$ cat src/include/adc_readout_pkg.sv
package adc_readout_pkg;
	localparam int RESULT_W    = 16;
	localparam int ENABLE_EDGE = 5;
	localparam logic [RESULT_W-1:0] CODE_MAX = 16'hFFFF;
	localparam logic [RESULT_W-1:0] CODE_MIN = 16'h0000;

	// Conversion sample as handed in by the analog side
	typedef struct packed {
		logic                       over;
		logic                       under;
		logic [RESULT_W-1:0]        code;
	} sample_t;

	typedef enum logic [1:0] {
		ST_IDLE,
		ST_WAIT,
		ST_SHIFT,
		ST_DONE
	} phase_t;
endpackage

$ cat src/hw/pin_sync.sv
`timescale 1ns/1ps
`default_nettype none
// Three-stage synchroniser; a change counts once stages two and three agree
module pin_sync (
	input  wire logic clk,
	input  wire logic resetn,
	input  wire logic pinIn,
	input  wire logic initVal,
	output logic      level
);
	logic s1_r;
	logic s2_r;
	logic s3_r;
	logic level_r;

	// First stage feeds only the second
	// Reset fills every stage with the pin's idle level, so no false edge follows
	always_ff @(posedge clk) begin
		if (!resetn) begin
			s1_r    <= initVal;
			s2_r    <= initVal;
			s3_r    <= initVal;
			level_r <= initVal;
		end else begin
			s1_r <= pinIn;
			s2_r <= s1_r;
			s3_r <= s2_r;
			if (s2_r == s3_r) begin
				level_r <= s3_r;
			end
		end
	end

	assign level = level_r;
endmodule
`default_nettype wire

$ cat src/hw/adc_serial_readout.sv
`timescale 1ns/1ps
`default_nettype none
// Contract
// - Output stays off until fifth clock fall, then enabled driving low.
// - Result shifts out MSB first, one bit per following clock fall.
// - Each bit stays valid across both edges of its clock period.
// - Device powers down automatically when the shift phase ends or select rises.
// - Result is 16-bit straight binary, saturating at FFFF and 0000.
// - Shifted data belongs to the sample taken at that same select edge.
// - Analog input is held at the select falling edge.
module adc_serial_readout
	import adc_readout_pkg::*;
#(
	parameter int WIDTH = RESULT_W
) (
	input  wire logic            clk,
	input  wire logic            resetn,
	input  wire logic            selectN,
	input  wire logic            serial_clock_in,
	input  wire sample_t         sampleIn,
	output logic                 dataOut,
	output logic                 dataOe,
	output logic                 holdSample,
	output logic                 powerDown
);
	localparam logic [2:0]       EDGE_CNT = 3'(ENABLE_EDGE);
	localparam int               CNT_W    = $clog2(WIDTH + 1);
	// Bit count follows WIDTH; the captured word keeps the package width
	localparam logic [CNT_W-1:0] BIT_CNT  = CNT_W'(WIDTH);

	logic                selLvl;
	logic                sclkLvl;
	logic                selPrev_r;
	logic                sclkPrev_r;
	phase_t              state_r;
	phase_t              state_nxt;
	logic [2:0]          edgeCnt_r;
	logic [2:0]          edgeCnt_nxt;
	logic [CNT_W-1:0]    bitCnt_r;
	logic [CNT_W-1:0]    bitCnt_nxt;
	logic [RESULT_W-1:0] shift_r;
	logic [RESULT_W-1:0] shift_nxt;
	logic                dataOut_r;
	logic                dataOut_nxt;
	logic                dataOe_r;
	logic                dataOe_nxt;
	logic                hold_r;
	logic                hold_nxt;

	pin_sync uSel (
		.clk     (clk),
		.resetn  (resetn),
		.pinIn   (selectN),
		.initVal (1'b1),
		.level   (selLvl)
	);
	pin_sync uSclk (
		.clk     (clk),
		.resetn  (resetn),
		.pinIn   (serial_clock_in),
		.initVal (1'b0),
		.level   (sclkLvl)
	);

	// Edge detection on synchronised levels
	wire selFall  = selPrev_r & ~selLvl;
	wire selRise  = ~selPrev_r & selLvl;
	wire sclkFall = sclkPrev_r & ~sclkLvl;

	// Counter end points of the wait and shift phases
	wire lastWait = edgeCnt_r == EDGE_CNT - 3'h1;
	wire lastBit  = bitCnt_r == BIT_CNT - CNT_W'(1);

	// Saturate out-of-range inputs to the end codes
	function automatic logic [RESULT_W-1:0] clampCode(input sample_t s);
		if (s.over) begin
			clampCode = CODE_MAX;
		end else if (s.under) begin
			clampCode = CODE_MIN;
		end else begin
			clampCode = s.code;
		end
	endfunction

	wire [RESULT_W-1:0] capCode = clampCode(sampleIn);

	// Edge history; reset assumes select idle high
	always_ff @(posedge clk) begin
		if (!resetn) begin
			selPrev_r  <= 1'b1;
			sclkPrev_r <= 1'b0;
		end else begin
			selPrev_r  <= selLvl;
			sclkPrev_r <= sclkLvl;
		end
	end

	// Transfer sequencer; select rising aborts at any point
	// A frame cut mid-shift simply loses its remaining bits
	always_comb begin
		state_nxt   = state_r;
		edgeCnt_nxt = edgeCnt_r;
		bitCnt_nxt  = bitCnt_r;
		shift_nxt   = shift_r;
		dataOut_nxt = dataOut_r;
		dataOe_nxt  = dataOe_r;
		hold_nxt    = hold_r;
		if (selRise) begin
			state_nxt  = ST_IDLE;
			dataOe_nxt = 1'h0;
			hold_nxt   = 1'h0;
		end else begin
			case (state_r)
				ST_IDLE: begin
					if (selFall) begin
						shift_nxt   = capCode;
						hold_nxt    = 1'h1;
						edgeCnt_nxt = 3'h0;
						bitCnt_nxt  = '0;
						state_nxt   = ST_WAIT;
					end
				end
				ST_WAIT: begin
					if (sclkFall) begin
						edgeCnt_nxt = edgeCnt_r + 3'h1;
						if (lastWait) begin
							dataOe_nxt  = 1'h1;
							dataOut_nxt = 1'h0;
							state_nxt   = ST_SHIFT;
						end
					end
				end
				ST_SHIFT: begin
					// Bit changes only on a fall, so it spans a whole period
					if (sclkFall) begin
						dataOut_nxt = shift_r[RESULT_W-1];
						shift_nxt   = {shift_r[RESULT_W-2:0], 1'h0};
						bitCnt_nxt  = bitCnt_r + CNT_W'(1);
						if (lastBit) begin
							state_nxt = ST_DONE;
							hold_nxt  = 1'h0;
						end
					end
				end
				ST_DONE: begin
					// Extra clocks shift zeros until select returns high
					if (sclkFall) begin
						dataOut_nxt = 1'h0;
					end
				end
				default: state_nxt = ST_IDLE;
			endcase
		end
	end

	// State registers; reset leaves the port idle and powered down
	always_ff @(posedge clk) begin
		if (!resetn) begin
			state_r   <= ST_IDLE;
			edgeCnt_r <= 3'h0;
			bitCnt_r  <= '0;
			shift_r   <= CODE_MIN;
			dataOut_r <= 1'h0;
			dataOe_r  <= 1'h0;
			hold_r    <= 1'h0;
		end else begin
			state_r   <= state_nxt;
			edgeCnt_r <= edgeCnt_nxt;
			bitCnt_r  <= bitCnt_nxt;
			shift_r   <= shift_nxt;
			dataOut_r <= dataOut_nxt;
			dataOe_r  <= dataOe_nxt;
			hold_r    <= hold_nxt;
		end
	end

	assign dataOut    = dataOut_r;
	assign dataOe     = dataOe_r;
	assign holdSample = hold_r;
	assign powerDown  = ~hold_r;
endmodule
`default_nettype wire

$ cat config.mk
export PLATFORM = sky130hd
export DESIGN_NAME = adc_serial_readout
export DESIGN_NICKNAME = d
export VERILOG_FILES = /design/src/include/adc_readout_pkg.sv /design/src/hw/pin_sync.sv /design/src/hw/adc_serial_readout.sv
export SDC_FILE = /design/constraint.sdc
export NUM_CORES = 1
export LEC_CHECK = 0
export ABC_AREA = 0
export BUFFER_PORTS_ARGS = -buffer_cell sky130_fd_sc_hd__clkbuf_2
export CAP_MARGIN = 20
export CORE_AREA = 2 2 63 59
export CTS_CLUSTER_DIAMETER = 100
export DETAILED_ROUTE_END_ITERATION = 10
export DIE_AREA = 0 0 65 61
export GPL_TIMING_DRIVEN = 0
export MAX_ROUTING_LAYER = met4
export PLACE_DENSITY = 0.92
export SLEW_MARGIN = 20
export SYNTH_ARGS = -nofsm -noshare
export SYNTH_HDL_FRONTEND = slang
export SYNTH_SLANG_ARGS = --single-unit
$ cat constraint.sdc
create_clock -name clk -period 2.9 [get_ports clk]
set_input_delay 0.145 -clock clk [delete_from_list [all_inputs] [get_ports clk]]
set_output_delay 0.145 -clock clk [all_outputs]
set_load 0.1 [all_outputs]
After elaboration in Yosys (flattened, before gate mapping)
Cells that the tools add are included.
Widths: inputs -> output; s select.
{"block": "word_totals", "regBits": 39, "out_inout_bits": 4, "elab_cells": 79}
{"block": "classes", "eq_ne": 13, "n_bitwise": 9, "n_reduce_logical": 12, "n_addsub": 2, "n_mux": 26}
{"cell": "$mux 16", "count": 4}
{"cell": "$pmux 16 s2", "count": 1}
{"cell": "$ne 2x2->1 const B", "count": 6}
{"cell": "$reduce_and 4->1", "count": 3}
{"cell": "$reduce_and 6->1", "count": 2}
{"cell": "$mux 2", "count": 5}
{"cell": "$mux 5", "count": 2}
{"cell": "$pmux 5 s2", "count": 1}
{"cell": "$mux 1", "count": 7}
{"cell": "$mux 3", "count": 2}
{"cell": "$not 1->1", "count": 6}
{"cell": "$pmux 2 s3", "count": 1}
{"cell": "$pmux 3 s2", "count": 1}
{"cell": "$reduce_bool 3->1", "count": 2}
{"cell": "$add 5x1->5 const B", "count": 1}
{"cell": "$eq 5x4->1 const B", "count": 1}
{"cell": "$eq 2x2->1 const B", "count": 2}
{"cell": "$reduce_bool 2->1", "count": 2}
{"cell": "$add 3x1->3 const B", "count": 1}
{"cell": "$and 1x1->1", "count": 3}
{"cell": "$eq 3x3->1 const B", "count": 1}
{"cell": "$pmux 1 s3", "count": 1}
{"cell": "$reduce_and 3->1", "count": 1}
{"cell": "$eq 1x1->1", "count": 2}
{"cell": "other kinds (4)", "count": 4}

Depth between registers and ports, before layout
Gate-level depths: netlist of run 1.
{"block": "depth", "depth_word": 4, "depth_mapped": 8}

Modules after synthesis
Synthesis of run 1 repeated with hierarchy kept, for this count alone.
{"block": "unflattened", "hier_cells": 224, "area_unflattened_um2": 2065.7}
{"module": "adc_serial_readout", "cells_per_inst": 194, "area_per_inst_um2": 1773.0, "instances": 1}
{"module": "pin_sync", "cells_per_inst": 15, "area_per_inst_um2": 146.4, "instances": 2}

Worst setup path after synthesis of run 1
OpenSTA, ideal clock, no wires.
{"block": "synth_timing", "path_kind": "register to register", "startpoint": "register state_r[0]", "endpoint": "register shift_r[15]", "slack_ps": 1019, "arrival_time_ps": 1785, "n_path_buf": 2, "setup_time_ps": 96, "required_ps": 2804, "stages_incl_launch_ff": 9, "path_cell_list": "dfxtp_1 -> inv_1 -> ha_1 -> a21boi_2 -> o211ai_2 -> and2_1 -> buf_6 -> buf_6 -> o41ai_2"}
{"block": "synth_between", "elab_chain_len": 3, "word_cells_on_any_way": 7}
{"element": "start, declared", "line_no": "adc_serial_readout.sv:35", "source": "phase_t state_r;"}
{"element": "start signal, assigned", "line_no": "adc_serial_readout.sv:167", "source": "state_r <= state_nxt;"}
{"element": "$eq 2x2->1 / $logic_not 2->1 (equally long branches)", "line_no": "adc_serial_readout.sv:113", "source": "case (state_r)"}
{"element": "$ne 2x2->1 (no line) / $reduce_bool 2->1 (equally long branches)"}
{"element": "$reduce_and 4->1 (no line)"}
{"element": "end signal, assigned", "line_no": "adc_serial_readout.sv:170", "source": "shift_r <= shift_nxt;"}
{"element": "end, declared", "line_no": "adc_serial_readout.sv:41", "source": "logic [RESULT_W-1:0] shift_r;"}
Parallel ways exist; a longest one is shown, timed or not.
A chain may end at the register's enable or synchronous reset.

Worst setup path after layout of run 1
{"block": "layout_timing", "startpoint": "register state_r[0]", "endpoint": "register shift_r[5]"}
The elaborated chain is that of the path after synthesis.

==> metrics.md, run 1 <==
| Metric | Value |
|---|---|
| Outcome | `complete, no violations` |
| CTS hold repair buffers | `0` |
| Pleak | `0.906 nW` |
| Min Clock Period, post-route | `2.35 ns` |
| Relative slew slack | `0.590` |
| # IOs | `26` |
| Synth unique cells | `42` |
| Num CTS Buffers | `5` |
| H-tree depth | `2` |
| # fillers | `254` |
| Power Dens Cells | `491 mW/mm^2` |
| Die X | `65 um` |
| Prevailing post-synth register cell | `dfxtp_1` |
| Mapped Area | `0.00197 mm^2` |
| CTS tree | `built` |
| Overall routing resource usage | `0.260` |
| Total die area | `0.00397 mm^2` |
| Worst clock skew | `0.00716 ns` |
| Final setup margin | `0.551 ns` |
| Max VDD drop | `0.368 mV` |
| Diode count | `0` |
| Hold_ws | `0.0137 ns` |
| Number of synthesized flops with an enable pin | `0` |
| Placer Congestion | `0.872` |
| First-pass GRT wire length | `7420 um` |
| Initial DRC Count | `160` |
| ANT nets after route | `0` |
| Worst-Margin Slew | `0.615 ns` |
| Arr. time, crit path | `2.55 ns` |
| Unrepaired setup endpoints after global routing | `false` |
| Tcrit/Tclk final | `0.810` |
| Drt first pass iters | `4` |
| Total core area | `0.00328 mm^2` |
| Final setup fails | `0` |
| CTS root buf | `clkbuf_8` |
| Worst-Skew Late Latency | `0.30 ns` |
| Grt ovf | `0` |
| Crit. End Element | `flip-flop` |
| Clock slew at reported path FFs | `0.08 ns` |
| Min-Delay Path Class | `in -> reg` |
| Setup tns final | `0 ns` |
| Ys Warns | `0` |
| Routed WL | `4420 um` |
| Starting density of the core | `0.600` |
| Overall power | `1.09 mW` |
| Pre-CTS WS | `0.695 ns` |
| Worst-path maximum fanout | `10` |
| Post-CTS setup repair buffer count | `0` |
| WP data required | `3.10 ns` |
| CP Launch Type | `flip-flop` |
| Drc violations | `0` |
| Post-CTS sizing | `0` |
| Path depth of the worst reg2reg path | `8` |
| Post-Synthesis Cells | `214` |
| Initial antenna violation count | `0` |
| Post-DP HPWL | `3090 um` |
| Largest net degree at the start of global routing | `13` |
| Maximum clock insertion buffer count | `2` |
| R2r setup slk | `0.55 ns` |
| # rows | `20` |
| Final net count | `276` |
| Avg WL per Cell | `15.3 um` |
| Setup CP Type | `reg -> reg` |
| Share of layout cells above drive strength 1 | `0.180` |
| Avg Cell Area, Syn | `9.19 um^2` |
| Vias in the first global route | `1600` |
| Vias per cell | `6.11` |
| Die Height | `61 um` |
| FFs w/ async S/R, synth | `0` |
| Clock sink total | `39` |
| Sequential share of the synthesized area | `0.397` |
| # Max-Cap Violations | `0` |
| Syn-to-layout area delta | `13.0%` |
| Max-slew violations | `0` |
| Hold Fails Final Rpt | `0` |
| Hold path depth | `2` |
| DR vias | `1766` |
| Synth Net Count | `246` |
| Post-synthesis register bit count | `39` |
| Achievable clock frequency | `426 MHz` |
| Port bufs | `23` |
[worst max-delay path, stage by stage, from the launching register on]
cell and delay, ns:
dfxtp_1 0.45, inv_1 0.10, ha_1 0.30, nor2_1 0.35, o211ai_2 0.22, and2_1 0.22, buf_6 0.13, buf_6 0.14
o41ai_2 0.33
[per-layer routing]
metal  up-vias  global-route usage  part of all wire
li1        868                   -                 -
met1       821               0.330              0.45
met2        67               0.386              0.47
met3        10              0.0742             0.067
met4         0               0.119             0.018
met5         -                   -                 0
[layout by cell type (no fill, tap or decap), drive strengths merged, types with 2 or more instances in the layout]
| cell | count |
|---|---|
| clkbuf | 44 |
| a211oi | 15 |
| a31o | 2 |
| buf | 4 |
| nand2b | 7 |
| ha | 10 |
| a21oi | 8 |
| clkinv | 2 |
| nor2 | 22 |
| o211ai | 3 |
| o2111ai | 4 |
| dfxtp | 39 |
| o21ai | 4 |
| and2 | 6 |
| nand4 | 15 |
| o41ai | 19 |
| nand2 | 6 |
| inv | 12 |
| nor2b | 2 |
| nand3 | 4 |
[cell families (layout without fill, tap and decap cells)]
logic type | after synthesis | count (layout) | share of synthesized area
adders and majority gates | 10 | 10 | 0.0637
DFF | 39 | 39 | 0.397
AOI/OAI and AO/OA | 62 | 62 | 0.277
and+or+nand+nor | 71 | 71 | 0.193
buffers and inverters | 32 | 63 | 0.0694
[metrics by stage]
stage               utilization  instance area (um^2)  instances
global placement          0.652                  2140        281
CTS                       0.677                  2220        289
finish                    0.677                  2220        289
global route              0.677                  2220        289
floorplan                     -                  1970        214
detailed placement        0.652                  2140        281
[area by class of cell]
type                    count  area (um^2)  share of cell area
inverters                  13         48.8              0.0220
clock inverters             2         12.5             0.00563
well taps                  44         55.1              0.0248
multi-input cells         143         1050               0.472
clock buffers               6         72.6              0.0327
plain buffers              19         87.6              0.0394
repair buffers             23          115              0.0518
flip-flops and latches     39          781               0.352
[cell usage after synthesis, types with 2 or more instances]
master	number	area, um^2
dfxtp_1	39	781
nor2_1	22	82.6
a211oi_1	15	113
clkbuf_1	15	56.3
nand4_1	15	93.8
inv_1	11	41.3
o41ai_1	11	96.3
ha_1	10	125
a21oi_1	8	40.0
o41ai_2	8	130
nand2b_1	7	43.8
and2_1	6	37.5
nand2_1	6	22.5
nand3_1	4	20.0
o2111ai_1	4	35.0
o21ai_0	3	15.0
a31o_1	2	17.5
buf_6	2	22.5
nor2b_1	2	12.5
o211ai_1	2	15.0
[registers in the layout, indices dropped and copies added, names as in the netlist, 2 cells and up]
signal     flops
bitCnt_r       5
edgeCnt_r      3
state_r        2
shift_r       16
[power by group]
group	internal [mW]	total, mW	switching [mW]
Sequential	0.546	0.559	0.0133
Clock	0.168	0.365	0.197
Combinational	0.0624	0.166	0.103
[final timing paths]
path                           startpoint                      end
setup / recovery  state_r[0]$_SDFFE_PP0P_  shift_r[5]$_SDFFE_PN0P_
hold / removal                    selectN     uSel.s1_r$_SDFF_PN1_
setup reg to reg  state_r[0]$_SDFFE_PP0P_  shift_r[5]$_SDFFE_PN0P_
hold reg to reg      uSel.s1_r$_SDFF_PN1_     uSel.s2_r$_SDFF_PN1_
No activity file was read; power rests on OpenSTA's default activity.
==> run 2: changes to the inputs <==
CORE_AREA = 2 2 69 64   (was 2 2 63 59)
DIE_AREA = 0 0 71 66   (was 0 0 65 61)
PLACE_DENSITY = 0.83   (was 0.92)
clock period = 1.9 ns   (was 2.9 ns; I/O delays follow)
==> run 2 against run 1 <==
Register-to-register slack got worse by 0.47 ns. Flip-flop and latch count stayed put. Cell area rose by 6.5%. First-iteration DRC count down 34%. Die area up 18%. Hold slack improved by 0.11 ns. Routed wire length fell by 1.9%. Critical path type unchanged. Largest power group unchanged.
==> metrics.md, run 2 (synthesized netlist as in run 1, its figures left out) <==
| Metric | Value |
|---|---|
| Reg-to-Reg Start | `bitCnt_r[0]$_SDFFE_PN0P_` |
| Hold Fails Final Rpt | `0 (unchanged)` |
| Vias per cell | `5.84 (-4.5%)` |
| Pleak | `0.945 nW (+4.3%)` |
| Grt ovf | `0 (unchanged)` |
| DR vias | `1739 (-1.5%)` |
| Routed WL | `4330 um (-1.9%)` |
| Worst clock skew | `0.00691 ns (-0.000242 ns)` |
| Overall routing resource usage | `0.200 (-0.0593)` |
| Relative slew slack | `0.579 (-0.0105)` |
| Syn-to-layout area delta | `20.3%` |
| Largest regs | `shift_r x16, bitCnt_r x5, edgeCnt_r x3` |
| CP Launch Type | `flip-flop` |
| # Max-Cap Violations | `0 (unchanged)` |
| # fillers | `328 (+29%)` |
| Starting density of the core | `0.492 (-0.107)` |
| Largest net degree at the start of global routing | `14 (+1)` |
| CP delay by family, top | `simple AND/OR/NAND/NOR gates` |
| Util after Layout | `0.592 (-0.0850)` |
| Crit path buf inv count | `1 (-2)` |
| Most common cell after layout, fill and taps aside | `dfxtp_1` |
| Share of layout cells above drive strength 1 | `0.264 (+0.0844)` |
| Min-Delay Path Class | `in -> reg` |
| Total core area | `0.00399 mm^2 (+22%)` |
| Diode count | `0 (unchanged)` |
| Initial DRC Count | `106 (-34%)` |
| # IOs | `26 (unchanged)` |
| Outcome | `complete, no violations` |
| Die Height | `66 um (+8.2%)` |
| Total die area | `0.00469 mm^2 (+18%)` |
| H-tree depth | `2 (unchanged)` |
| Max-slew violations | `0 (unchanged)` |
| First-pass GRT wire length | `7360 um (-0.84%)` |
| Crit. End Element | `flip-flop` |
| Achievable clock frequency | `549 MHz (+29%)` |
| Port bufs | `23 (unchanged)` |
| Drt first pass iters | `4 (unchanged)` |
| Register area | `791 um^2 (+1.3%)` |
| Overall power | `1.77 mW (+62%)` |
| CTS tree | `built` |
| Maximum clock insertion buffer count | `2 (unchanged)` |
| Clock slew at reported path FFs | `0.08 ns (about the same)` |
| Worst-Skew Late Latency | `0.30 ns (about the same)` |
| Vias in the first global route | `1635 (+2.2%)` |
| Tcrit/Tclk final | `0.958 (+0.148)` |
| Max VDD drop | `0.627 mV (+70%)` |
| Most frequent cells in the layout | `35 x dfxtp_1, 26 x clkbuf_2, 21 x nor2_1` |
| ANT nets after route | `0 (unchanged)` |
| Avg WL per Cell | `14.5 um (-4.8%)` |
| Critical Path Max Stage Delay | `0.40 ns (-0.05 ns)` |
| Min Clock Period, post-route | `1.82 ns (-0.529 ns)` |
| Final net count | `281 (+1.8%)` |
| Worst-Margin Slew | `0.631 ns (+0.0158 ns)` |
| Arr. time, crit path | `2.06 ns (-0.49 ns)` |
| Area of the multi-input gates | `0.00111 mm^2 (+6.2%)` |
| Initial antenna violation count | `0 (unchanged)` |
| Post-DP HPWL | `3040 um (-1.7%)` |
| CP Launch Point | `bitCnt_r[0]$_SDFFE_PN0P_` |
| Worst-path maximum fanout | `4 (-6)` |
| Power Dens Cells | `748 mW/mm^2 (+53%)` |
| Placer Congestion | `0.827 (-5.1%)` |
| HP Start | `resetn` |
| Most flop-heavy register | `shift_r` |
| Final setup fails | `0 (unchanged)` |
| Num CTS Buffers | `5 (unchanged)` |
| # rows | `22 (+10%)` |
| Clock sink total | `39 (unchanged)` |
| Die X | `71 um (+9.2%)` |
| Max reg flops | `16 (unchanged)` |
| Slowest CP cell | `or4_1` |
| Worst-path cell chain | `ha_4 > and3_4 > ha_2 > clkinv_1 > a221o_1 > or4_1 > nand2_1` |
| CTS root buf | `clkbuf_8` |
| Setup CP Type | `reg -> reg` |
| Drc violations | `0 (unchanged)` |
| WP data required | `2.14 ns (-0.96 ns)` |
==> run 2: cell count changes in the layout (fill, tap and decap cells not counted), sizes merged <==
cell	previous run	this run
dlygate4sd3	0	2
buf	4	7
==> run 2: worst register-to-register path, cell delays in order, from the launching register on <==
cell and delay, ns:
dfxtp_2 0.38, ha_4 0.15, and3_4 0.19, ha_2 0.16
clkinv_1 0.07, a221o_1 0.35, or4_1 0.40, nand2_1 0.07
==> run 2: per-stage QoR <==
stage | area [um^2] | worst slack (ns) | instances | hold WS [ns] | TNS, ns
5_1_grt | 2360 | -0.0156 | 298 | 0.153 | -0.0246
4_1_cts | 2300 | 0.0208 | 296 | 0.115 | 0
2_1_floorplan | 1970 | 0.0193 | 214 | 0.196 | 0
3_3_place_gp | 2140 | -0.194 | 285 | 0.274 | -2.23
3_5_place_dp | 2140 | -0.251 | 285 | 0.282 | -3.61
6_report | 2360 | 0.0798 | 298 | 0.124 | 0
==> run 2: cell type report <==
cell class | instances | share of cell area
multi-input combinational | 143 | 0.471
sequential | 39 | 0.334
timing repair buffer | 28 | 0.0667
buffer | 19 | 0.0402
clock buffer | 6 | 0.0349
tap | 48 | 0.0254
inverter | 13 | 0.0206
clock inverter | 2 | 0.00688
==> run 2: final timing paths <==
kind	end	cells past startpoint	slack [ns]
setup reg to reg	state_r[1]$_SDFFE_PP0P_	7	0.08
setup / recovery	state_r[1]$_SDFFE_PP0P_	7	0.08
hold reg to reg	uSel.s2_r$_SDFF_PN1_	1	0.41
hold / removal	uSel.s1_r$_SDFF_PN1_	2	0.12
==> run 2: timing repair <==
action	CTS	global route
endpoints found under the setup margin	22	24
gates resized for setup	10	19
pin swaps	1	1
endpoints found under the hold margin	2	0
hold buffers	2	0
buffers inserted	1	2
==> run 2: metal layers <==
metal	vias to the layer above	track usage	wire length [um]	part of all wire
met4	0	0.0519	53	0.012
met3	9	0.0457	159	0.037
met2	37	0.319	2020	0.47
li1	875	-	-	-
met5	-	-	0	0
met1	818	0.260	2100	0.48
==> run 2: power by group <==
part	internal, mW	switching (mW)	leakage [nW]	total [mW]
Clock	0.296	0.309	0.0474	0.605
Sequential	0.838	0.0194	0.318	0.857
Combinational	0.132	0.176	0.580	0.308
Total	1.27	0.504	0.945	1.77
